--- config.mk ---
export PLATFORM = sky130hd
export DESIGN_NAME = spi_master_control_status
export DESIGN_NICKNAME = d
export VERILOG_FILES = /design/src/core/spi_ctrl_pkg.sv /design/src/core/spi_master_control_status.sv
export VERILOG_INCLUDE_DIRS = /design/src /design/src/core
export SDC_FILE = /design/constraint.sdc
export NUM_CORES = 1
export LEC_CHECK = 0
export BUFFER_PORTS_ARGS = -buffer_cell sky130_fd_sc_hd__buf_2
export CAP_MARGIN = 30
export CORE_ASPECT_RATIO = 1.25
export CORE_MARGIN = 10
export CORE_UTILIZATION = 40
export DETAILED_ROUTE_END_ITERATION = 12
export PLACE_DENSITY = 0.62
export SYNTH_ARGS = -nofsm -noshare
export SYNTH_HDL_FRONTEND = slang
export SYNTH_SLANG_ARGS = --single-unit
--- constraint.sdc ---
create_clock -name sys_clk -period 2.1 [get_ports sys_clk]
set_input_delay 0.105 -clock sys_clk [delete_from_list [all_inputs] [get_ports sys_clk]]
set_output_delay 0.105 -clock sys_clk [all_outputs]
set_load 0.05 [all_outputs]
--- src/core/spi_ctrl_defs.svh ---
/*
  Constants for the serial port control and status block: register
  addresses, field positions, reset values and link timing counts.
  Assumes inclusion by bare name from the design.
*/
`ifndef SPI_CTRL_DEFS_SVH
`define SPI_CTRL_DEFS_SVH

// =====================================================================
// Register addresses
`define CTRL_ADDR       8'hF8
`define CFG_ADDR        8'hA1
`define DATA_ADDR       8'hA3
`define CTRL_BIT_BASE   8'hF8
`define CTRL_BIT_TOP    8'hFF

// =====================================================================
// Field positions and reset values
`define DONE_BIT        3'h7
`define WRITE_COLLISION_FLAG_BIT        3'h6
`define MODE_FAULT_FLAG_BIT        3'h5
`define RECEIVE_OVERRUN_FLAG_BIT      3'h4
`define MODE_HI_BIT     3'h3
`define MODE_LO_BIT     3'h2
`define TXE_BIT         3'h1
`define EN_BIT          3'h0
`define MASTER_ENABLE_BIT       3'h6
`define CTRL_RESET      8'h06
`define CFG_RESET       8'h00
`define MODE_THREE_WIRE 2'h0
`define MODE_MULTI      2'h1

// =====================================================================
// Timing
`define CLK_PERIOD_NS   5
`define SCK_PERIOD_NS   160
`define SCK_HALF_CYC    ((`SCK_PERIOD_NS / 2) / `CLK_PERIOD_NS)
`define BYTE_LAST_BIT   3'h7

`endif

--- src/core/spi_ctrl_pkg.sv ---
/*
  Types shared by the serial port control and status block.
  Assumes the constants header is on the include path.
*/
package spi_ctrl_pkg;

  // Control register layout, most significant field first
  typedef struct packed {
    logic       transfer_done_flag;
    logic       write_collision_flag;
    logic       mode_fault_flag;
    logic       receive_overrun_flag;
    logic [1:0] select_mode_field;
    logic       tx_buffer_empty;
    logic       port_enable;
  } ctrl_reg_type;

  // One processor access on the register port
  typedef struct packed {
    logic       wr;
    logic [7:0] addr;
    logic [7:0] wdata;
    logic       bit_wr;
    logic [7:0] bit_addr;
    logic       bit_val;
  } sfr_req_type;

  // Byte shifter states
  typedef enum logic [0:0] {
    XFER_IDLE  = 1'b0,
    XFER_SHIFT = 1'b1
  } xfer_state_type;

endpackage : spi_ctrl_pkg

--- src/core/spi_master_control_status.sv ---
/*
  Serial port master with control/status register, mode fault,
  write collision and transmit-buffer-empty tracking.
  Assumes a processor register port on sys_clk and external pins
  that are asynchronous to sys_clk.
*/
`timescale 1ns/1ps
`include "spi_ctrl_defs.svh"

module spi_master_control_status
  import spi_ctrl_pkg::*;
(
  input  wire logic        sys_clk,
  input  wire logic        rstn,
  input  wire sfr_req_type sfr_req,
  output logic [7:0]       sfr_rdata_q,
  output logic             port_irq_q,
  output logic             sck_q,
  output logic             mosi_q,
  input  wire logic        miso,
  input  wire logic        slave_select_line_in,
  output logic             slave_select_line_out_q,
  output logic             slave_select_line_oe_n_q
);

  // ===================================================================
  // Declarations
  ctrl_reg_type   ctrl_q;          // Control and status register
  logic           master_enable_q; // Master enable in config register
  logic [7:0]     txbuf_q;         // Transmit buffer
  logic           pend_q;          // Buffer holds a byte not yet moved
  logic [7:0]     rxbuf_q;         // Receive buffer
  logic [7:0]     shreg_q;         // Shift register
  logic [2:0]     bitn_q;          // Bit counter within byte
  logic [4:0]     div_q;           // Half-period divider
  xfer_state_type state_q;         // Shifter state
  logic [2:0]     sync_q [2];      // Pin synchronisers
  logic [1:0]     lvl_q;           // Filtered pin levels
  logic [7:0]     wmask;           // Bits touched by this write
  logic [7:0]     wval;            // Values written
  logic           data_wr;         // Data register write
  logic           tick;            // Half period elapsed
  logic           load;            // Buffer moves to shifter
  logic           byte_end;        // Last falling clock edge
  logic           fault;           // Mode fault condition
  logic           active;          // Port enabled as master

  // ===================================================================
  // Pin synchronisers: three stages, level taken when 2nd and 3rd agree
  generate
    for (genvar i = 0; i < 2; i++)
    begin : g_sync
      always_ff @(posedge sys_clk or negedge rstn)
      begin
        if (!rstn)
        begin
          sync_q[i] <= 3'h7;
          lvl_q[i]  <= 1'b1;
        end
        else
        begin
          sync_q[i] <= {sync_q[i][1:0],
                        (i == 0) ? miso : slave_select_line_in};
          if (sync_q[i][1] == sync_q[i][2])
          begin
            lvl_q[i] <= sync_q[i][2];
          end
        end
      end
    end
  endgenerate

  // ===================================================================
  // Write decode
  always_comb
  begin
    wmask = 8'h00;
    wval  = 8'h00;
    if (sfr_req.wr && sfr_req.addr == `CTRL_ADDR)
    begin
      wmask = 8'hFF; // Whole-byte write
      wval  = sfr_req.wdata;
    end
    else if (sfr_req.bit_wr && sfr_req.bit_addr >= `CTRL_BIT_BASE
             && sfr_req.bit_addr <= `CTRL_BIT_TOP)
    begin
      wmask = 8'h01 << sfr_req.bit_addr[2:0]; // Single bit only
      wval  = {8{sfr_req.bit_val}};
    end
  end

  // Events of the current cycle
  assign data_wr  = sfr_req.wr && (sfr_req.addr == `DATA_ADDR);
  assign active   = ctrl_q.port_enable && master_enable_q;
  assign tick     = (div_q == 5'(`SCK_HALF_CYC - 1));
  assign load     = active && pend_q && (state_q == XFER_IDLE);
  assign byte_end = (state_q == XFER_SHIFT) && tick && sck_q
                    && (bitn_q == `BYTE_LAST_BIT);
  // Select low while master in multi-master mode
  assign fault    = !lvl_q[1] && master_enable_q
                    && (ctrl_q.select_mode_field == `MODE_MULTI);

  // ===================================================================
  // Control register: hardware set wins over software clear
  always_ff @(posedge sys_clk or negedge rstn)
  begin
    if (!rstn)
    begin
      ctrl_q <= ctrl_reg_type'(`CTRL_RESET); // Mode 01 default
    end
    else
    begin
      // Done flag set at byte end, else software writes it
      if (byte_end)
        ctrl_q.transfer_done_flag <= 1'b1;
      else if (wmask[`DONE_BIT])
        ctrl_q.transfer_done_flag <= wval[`DONE_BIT];
      // Collision on data write during a transfer
      if (data_wr && state_q == XFER_SHIFT)
        ctrl_q.write_collision_flag <= 1'b1;
      else if (wmask[`WRITE_COLLISION_FLAG_BIT])
        ctrl_q.write_collision_flag <= wval[`WRITE_COLLISION_FLAG_BIT];
      // Mode fault flag
      if (fault)
        ctrl_q.mode_fault_flag <= 1'b1;
      else if (wmask[`MODE_FAULT_FLAG_BIT])
        ctrl_q.mode_fault_flag <= wval[`MODE_FAULT_FLAG_BIT];
      // Overrun is slave-only; software may still write it
      if (wmask[`RECEIVE_OVERRUN_FLAG_BIT])
        ctrl_q.receive_overrun_flag <= wval[`RECEIVE_OVERRUN_FLAG_BIT];
      // Select mode field
      if (wmask[`MODE_HI_BIT])
        ctrl_q.select_mode_field[1] <= wval[`MODE_HI_BIT];
      if (wmask[`MODE_LO_BIT])
        ctrl_q.select_mode_field[0] <= wval[`MODE_LO_BIT];
      // Empty set on move to shifter, cleared on data write while idle
      if (load)
        ctrl_q.tx_buffer_empty <= 1'b1;
      else if (data_wr && state_q == XFER_IDLE)
        ctrl_q.tx_buffer_empty <= 1'b0;
      // Port enable, dropped by a mode fault
      if (fault)
        ctrl_q.port_enable <= 1'b0;
      else if (wmask[`EN_BIT])
        ctrl_q.port_enable <= wval[`EN_BIT];
    end
  end

  // ===================================================================
  // Config register: master enable, dropped by a mode fault
  always_ff @(posedge sys_clk or negedge rstn)
  begin
    if (!rstn)
    begin
      master_enable_q <= 1'(`CFG_RESET >> `MASTER_ENABLE_BIT);
    end
    else if (fault)
    begin
      master_enable_q <= 1'b0;
    end
    else if (sfr_req.wr && sfr_req.addr == `CFG_ADDR)
    begin
      master_enable_q <= sfr_req.wdata[`MASTER_ENABLE_BIT];
    end
  end

  // ===================================================================
  // Transmit buffer; writes during a transfer are dropped
  always_ff @(posedge sys_clk or negedge rstn)
  begin
    if (!rstn)
    begin
      txbuf_q <= 8'h00;
      pend_q  <= 1'b0;
    end
    else if (data_wr && state_q == XFER_IDLE)
    begin
      txbuf_q <= sfr_req.wdata; // Fill buffer
      pend_q  <= 1'b1;
    end
    else if (load)
    begin
      pend_q <= 1'b0;
    end
  end

  // ===================================================================
  // Byte shifter: clock low idle, sample on rise, shift on fall
  always_ff @(posedge sys_clk or negedge rstn)
  begin
    if (!rstn)
    begin
      state_q <= XFER_IDLE;
      shreg_q <= 8'h00;
      bitn_q  <= 3'h0;
      div_q   <= 5'h00;
      sck_q   <= 1'b0;
      mosi_q  <= 1'b0;
      rxbuf_q <= 8'h00;
    end
    else if (!active)
    begin
      // Disabled: abort and hold lines idle
      state_q <= XFER_IDLE;
      div_q   <= 5'h00;
      sck_q   <= 1'b0;
      mosi_q  <= 1'b0;
    end
    else
    begin
      unique case (state_q)
        XFER_IDLE:
        begin
          if (load)
          begin
            // Start at once, first bit on data line
            shreg_q <= txbuf_q;
            mosi_q  <= txbuf_q[7];
            bitn_q  <= 3'h0;
            div_q   <= 5'h00;
            state_q <= XFER_SHIFT;
          end
        end
        XFER_SHIFT:
        begin
          div_q <= tick ? 5'h00 : div_q + 5'h01;
          if (tick && !sck_q)
          begin
            // Rising edge: take input bit
            sck_q   <= 1'b1;
            shreg_q <= {shreg_q[6:0], lvl_q[0]};
          end
          else if (tick)
          begin
            // Falling edge: next bit or finish
            sck_q <= 1'b0;
            if (byte_end)
            begin
              rxbuf_q <= shreg_q;
              mosi_q  <= 1'b0;
              state_q <= XFER_IDLE;
            end
            else
            begin
              mosi_q <= shreg_q[7];
              bitn_q <= bitn_q + 3'h1;
            end
          end
        end
      endcase
    end
  end

  // ===================================================================
  // Slave select pin by mode
  always_ff @(posedge sys_clk or negedge rstn)
  begin
    if (!rstn)
    begin
      slave_select_line_out_q  <= 1'b1;
      slave_select_line_oe_n_q <= 1'b1;
    end
    else if (ctrl_q.select_mode_field[1])
    begin
      // Single-master: drive low bit out
      slave_select_line_out_q  <= ctrl_q.select_mode_field[0];
      slave_select_line_oe_n_q <= 1'b0;
    end
    else
    begin
      // Modes 00 and 01: released; 00 ignores it
      slave_select_line_out_q  <= 1'b1;
      slave_select_line_oe_n_q <= 1'b1;
    end
  end

  // ===================================================================
  // Read data and interrupt request
  always_ff @(posedge sys_clk or negedge rstn)
  begin
    if (!rstn)
    begin
      sfr_rdata_q <= 8'h00;
      port_irq_q  <= 1'b0;
    end
    else
    begin
      unique case (sfr_req.addr)
        `CTRL_ADDR: sfr_rdata_q <= ctrl_q;
        `CFG_ADDR:  sfr_rdata_q <= {1'b0, master_enable_q, 6'h00};
        `DATA_ADDR: sfr_rdata_q <= rxbuf_q;
        default:    sfr_rdata_q <= 8'h00; // Unmapped reads zero
      endcase
      // Held while any flag stands
      port_irq_q <= ctrl_q.transfer_done_flag
                    | ctrl_q.write_collision_flag
                    | ctrl_q.mode_fault_flag
                    | ctrl_q.receive_overrun_flag;
    end
  end

endmodule : spi_master_control_status

# == Word-level counts from Yosys, hierarchy flattened ==
# Index checks and enable logic that the tools add are counted.
# op_classes
add_sub_neg,2
bitwise_logic,5
mux,49
n_lt_le_gt_ge,2
shift,1
n_eq_ne,18
reduce_logical,29
# ops
op,n
8-bit two-way mux,6
1-bit two-way mux,30
"8-bit == test, second input constant",3
8-bit one-hot mux with 3 select lines,1
1-bit logical AND,16
8-bit one-hot mux with 2 select lines,1
5-bit two-way mux,3
3-bit two-way mux,4
2-bit nonzero test,6
5-bit one-hot mux with 2 select lines,1
5-bit AND reduction,2
"3-bit != test, second input constant",3
"8-bit greater-or-equal comparator, second input constant",1
"8-bit <= comparator, second input constant",1
"2-bit != test, second input constant",4
"1-bit by 3-bit << shifter with 8-bit output, first input constant",1
3-bit one-hot mux with 2 select lines,1
3-bit AND reduction,2
"5-bit by 1-bit adder with 5-bit output, second input constant",1
"5-bit by 4-bit == test with 1-bit output, second input constant",1
"2-bit by 1-bit != test with 1-bit output, second input constant",2
1-bit one-hot mux with 2 select lines,2
"3-bit by 1-bit adder with 3-bit output, second input constant",1
"3-bit == test, second input constant",1
7 further kinds,12
# word_totals
wordCells,132
reg_bits,64
in_bits,31

# == Longest topological paths before layout ==
# logic_depth
ltp_word,9
depth_mapped,6

# == Worst setup path after synthesis ==
# Ideal clock, no wire load.
# synth_timing
path_type,flip-flop to flip-flop
startpoint,register div_q[0]
endpoint,register shreg_q[0]
stages_incl_launch_ff,6
required_time_ps,1975
arrival_time_ps,1757
path_slack_ps,218
period_less_slack_ps,1882
cell_sequence,dfrtp_1 -> ha_1 -> nand4b_1 -> nor3_1 -> o21ai_1 -> mux2_2
# synth_via
elab_chain_cells,4
# synth_rtl
item,line,rtl
"start, declared",spi_master_control_status.sv:35,logic [4:0] div_q;
"start signal, assigned",spi_master_control_status.sv:226,div_q <= tick ? 5'h00 : div_q + 5'h01;
5-bit by 4-bit == test with 1-bit output,spi_master_control_status.sv:95,assign tick = (div_q == 5'(`SCK_HALF_CYC - 1));
1-bit logical AND,spi_master_control_status.sv:227,if (tick && !sck_q)
2-bit by 1-bit != test with 1-bit output (no line),n/a,
3-bit AND reduction (no line),n/a,
"end signal, assigned",spi_master_control_status.sv:217,shreg_q <= txbuf_q;
"end signal, assigned",spi_master_control_status.sv:231,"shreg_q <= {shreg_q[6:0], lvl_q[0]};"
"end, declared",spi_master_control_status.sv:33,logic [7:0] shreg_q;
# Every way passes these cells.
# A chain may end at the register's enable or synchronous reset.

# == Final worst setup path ==
# layout_timing
startpoint,register div_q[0]
endpoint,register shreg_q[2]
# Same word-level chain as after synthesis.

==> flow_metrics.py <==
metrics = {
    "routing": {
        "remaining_drc_errors": 0,
        "vias": 2001,
        "vias_per_cell": 5.24,
        "avgRoutedWirePerCell_um": 16.0,
        "ant_nets": 0,
        "initialDrtViolationCount": 86,
        "routed_wl_um": 6120,
        "drt_pass1_iterations": 5,
    },
    "grt": {
        "grt_pass1_wl_um": 10600,
        "first_global_vias": 2135,
        "grt.overflow.total": 0,
        "grt_max_degree": 41,
        "antenna_found_initial": 0,
        "track_usage_pct": 12.6,
    },
    "clocking": {
        "cts_buffer_depth": 2,
        "cts_tree": "built",
        "ctsHtreeMaxLevel": 3,
        "root_buffer": "clkbuf_8",
        "cts_buffers": 9,
        "clock_latency_ps": 340,
        "cts.sinks": 64,
        "clkTransAtPathRegs_ps": 70,
    },
    "yosys": {
        "syn_area_um2": 2800,
        "synth.distinct_cells": 46,
        "synth_edf_count": 0,
        "yosysWarnings": 0,
        "netlist_instances": 223,
        "syn_nets": 257,
        "syn_area_per_cell_um2": 12.5,
        "ys_seq_area_share_pct": 57.8,
        "synth_async_sr_flop_share_pct": 100,
        "synth-main-ff-cell": "dfrtp_1",
        "ys_seq_elements": 64,
    },
    "worst_hold_path": {
        "hold_path_class": "input port to flip-flop",
        "hold_start": "sfr_req[15]",
    },
    "floorplan": {
        "die_area_um2": 10800,
        "rows": 34,
        "core_area_um2": 6890,
        "pin_count": 44,
        "die_h_um": 113,
        "start_util_pct": 40.6,
        "die_w_um": 94.8,
    },
    "setup_path": {
        "reg2reg_depth": 5,
        "arrival_ps": 2150,
        "crit_path_max_fanout": 8,
        "crit_type": "flip-flop to flip-flop",
        "worstSetupEndpointType": "flip-flop",
        "critical_path.endpoint": "shreg_q[2]$_DFFE_PN0P_",
        "cpPeakStageDelay_ps": 560,
        "crit_slowest_cell": "o21ai_1",
        "r2r_setup_slack_ps": 170,
        "r2r_end": "shreg_q[2]$_DFFE_PN0P_",
        "cp-start-kind": "flip-flop",
        "r2r-start": "div_q[0]$_DFFE_PN0P_",
        "path_cells": "ha_1 -> nand4b_1 -> nor3_1 -> o21ai_1 -> mux2_2",
        "cp-startpoint": "div_q[0]$_DFFE_PN0P_",
        "worstPathRequired_ps": 2330,
    },
    "pwr": {
        "finalPower_mw": 2.60,
        "vdd_ir_drop_max_uv": 285,
        "intPower_mw": 1.94,
        "seqPwrFrac_pct": 51.5,
        "p_leak_nw": 1.59,
        "p_comb_share_pct": 8.9,
        "p_per_area_nw_per_um2": 753,
        "clkPwrFrac_pct": 39.6,
        "p_sw_mw": 0.659,
        "power.share.switching_pct": 25.4,
    },
    "timing": {
        "hold_viol_final": 0,
        "layout_setup_ws_ps": 172,
        "post-route-period-util_pct": 91.8,
        "timing.hold.ws_ps": 25.7,
        "finalSetupViolations": 0,
        "timing.slew.headroom_pct": 52.4,
        "period_minus_slack_ps": 1930,
        "slew_viol_final": 0,
        "fin_tns_setup_ps": 0,
        "worst_pin_slew_ps": 709,
        "rsz0062_at_grt": "no",
        "fmax_mhz": 519,
        "skew_ps": 6.24,
    },
    "final_layout": {
        "final_nets": 321,
        "final_layout_size_suffix_gt1_share_pct": 38.0,
        "final_common_cell": "dfrtp_1",
        "layout_common_cells": "dfrtp_1, buf_2, mux2_2",
        "areaGrowthSynthToFinish_pct": 23.2,
        "n_antenna_cell": 0,
        "fin_cells": 382,
    },
    "run_status": {
        "status": "finished, final reports clean",
    },
    "place": {
        "pre_cts_slack_ps": 160,
        "portBuffers": 43,
        "dp_hpwl_um": 4590,
        "dp.cells": 359,
        "gp_congestion": 0.797,
    },
    "run": {
        "max-cap-violations": 0,
    },
}
## timing repair
action | in CTS | in global routing
hold buffers | 7 | 0
buffers inserted | 0 | 0
gates resized for setup | 0 | 1
endpoints found under the hold margin | 23 | 0
setup endpoints to repair | 0 | 8
## how the worst min path moves through the flow
stage / cells past startpoint / end / slack, ps
after detailed placement: 1 / rxbuf_q[2]$_DFFE_PN0P_ / 140
after global placement: 1 / rxbuf_q[2]$_DFFE_PN0P_ / 140
after CTS: 2 / txbuf_q[5]$_DFFE_PN0P_ / 5
after floorplan: 0 / bitn_q[0]$_DFFE_PN0P_ / -190
final: 2 / txbuf_q[5]$_DFFE_PN0P_ / 30
after global routing: 3 / ctrl_q[2]$_DFFE_PN1P_ / 0.3
## power groups by stage
stage | logic (mW) | clock network, mW | registers [mW]
after floorplan | 0.0865 | 0 | 1.39
after global placement | 0.220 | 0 | 1.36
after detailed placement | 0.225 | 0 | 1.36
after CTS | 0.236 | 1.06 | 1.34
after global routing | 0.258 | 1.13 | 1.34
final | 0.231 | 1.03 | 1.34
## critical path: cells and delay by family (launching register included)
family / cells / cell delay (ps)
flip-flops: 1 / 410
AO/OA/AOI/OAI: 1 / 560
AND/OR/NAND/NOR: 2 / 180
multiplexers: 1 / 410
adder cells (fa/ha/maj): 1 / 250
## synth_stat cells (2+ instances only)
master | n | share of area [%]
nor4_1 | 6 | 1.3
ha_1 | 3 | 1.3
mux2_1 | 2 | 0.81
mux2_2 | 29 | 12
dfstp_2 | 12 | 11
a21oi_1 | 3 | 0.54
a32oi_1 | 2 | 0.63
o21ai_0 | 4 | 0.72
or3_1 | 2 | 0.45
nand2b_1 | 2 | 0.45
mux2i_1 | 8 | 2.9
inv_1 | 7 | 0.94
nand4b_1 | 3 | 0.94
a22oi_1 | 4 | 1.1
o31a_1 | 2 | 0.63
nand3_1 | 4 | 0.72
clkbuf_1 | 4 | 0.54
nor3_1 | 11 | 2.0
nand3b_1 | 3 | 0.81
maj3_1 | 2 | 0.72
nor2_1 | 14 | 1.9
nand2_1 | 12 | 1.6
a22o_1 | 7 | 2.2
o21bai_1 | 2 | 0.54
o2bb2ai_1 | 3 | 0.94
dfrtp_1 | 52 | 47
## routing by layer
layer | vias to the layer above | wire (um) | GRT usage [%]
met5 | - | 0 | 0
met3 | 13 | 322 | 3.94
met1 | 987 | 2610 | 14.6
met4 | 0 | 152 | 6.40
li1 | 955 | - | -
met2 | 46 | 3030 | 20.4
## through the flow
stage / cell area [um2] / util (%)
finish: 3450 / 50.0
global route: 3450 / 50.0
CTS: 3440 / 50.0
detailed placement: 3180 / 46.1
global placement: 3180 / 46.1
floorplan: 2800 / -
## registers in the layout, summed over array words and instances, names as in the netlist
signal and cells:
port_irq_q 1, slave_select_line_oe_n_q 1, txbuf_q 8, sync_q 6, master_enable_q 1, mosi_q 1, rxbuf_q 8, sck_q 1
pend_q 1, bitn_q 3, shreg_q 8, slave_select_line_out_q 1, ctrl_q 8, lvl_q 2, sfr_rdata_q 8, state_q 1
div_q 5
## layout make-up
class,count,area (um2)
sequential,64,1620
tap,90,113
inverter,7,26.3
fill,645,3450
timing repair buffer,58,358
multi-input combinational,147,1140
clock inverter,7,72.6
clock buffer,9,124
## cell families after synthesis
group,count (synthesis),share of synthesized area [%]
flops,64,57.8
mux,39,15.3
fa+ha+maj,5,2.06
buf+inv,12,1.66
compound gates,35,9.44
simple gates,66,13.1
xor+xnor,2,0.627
Power figures use the tool's default switching activity.
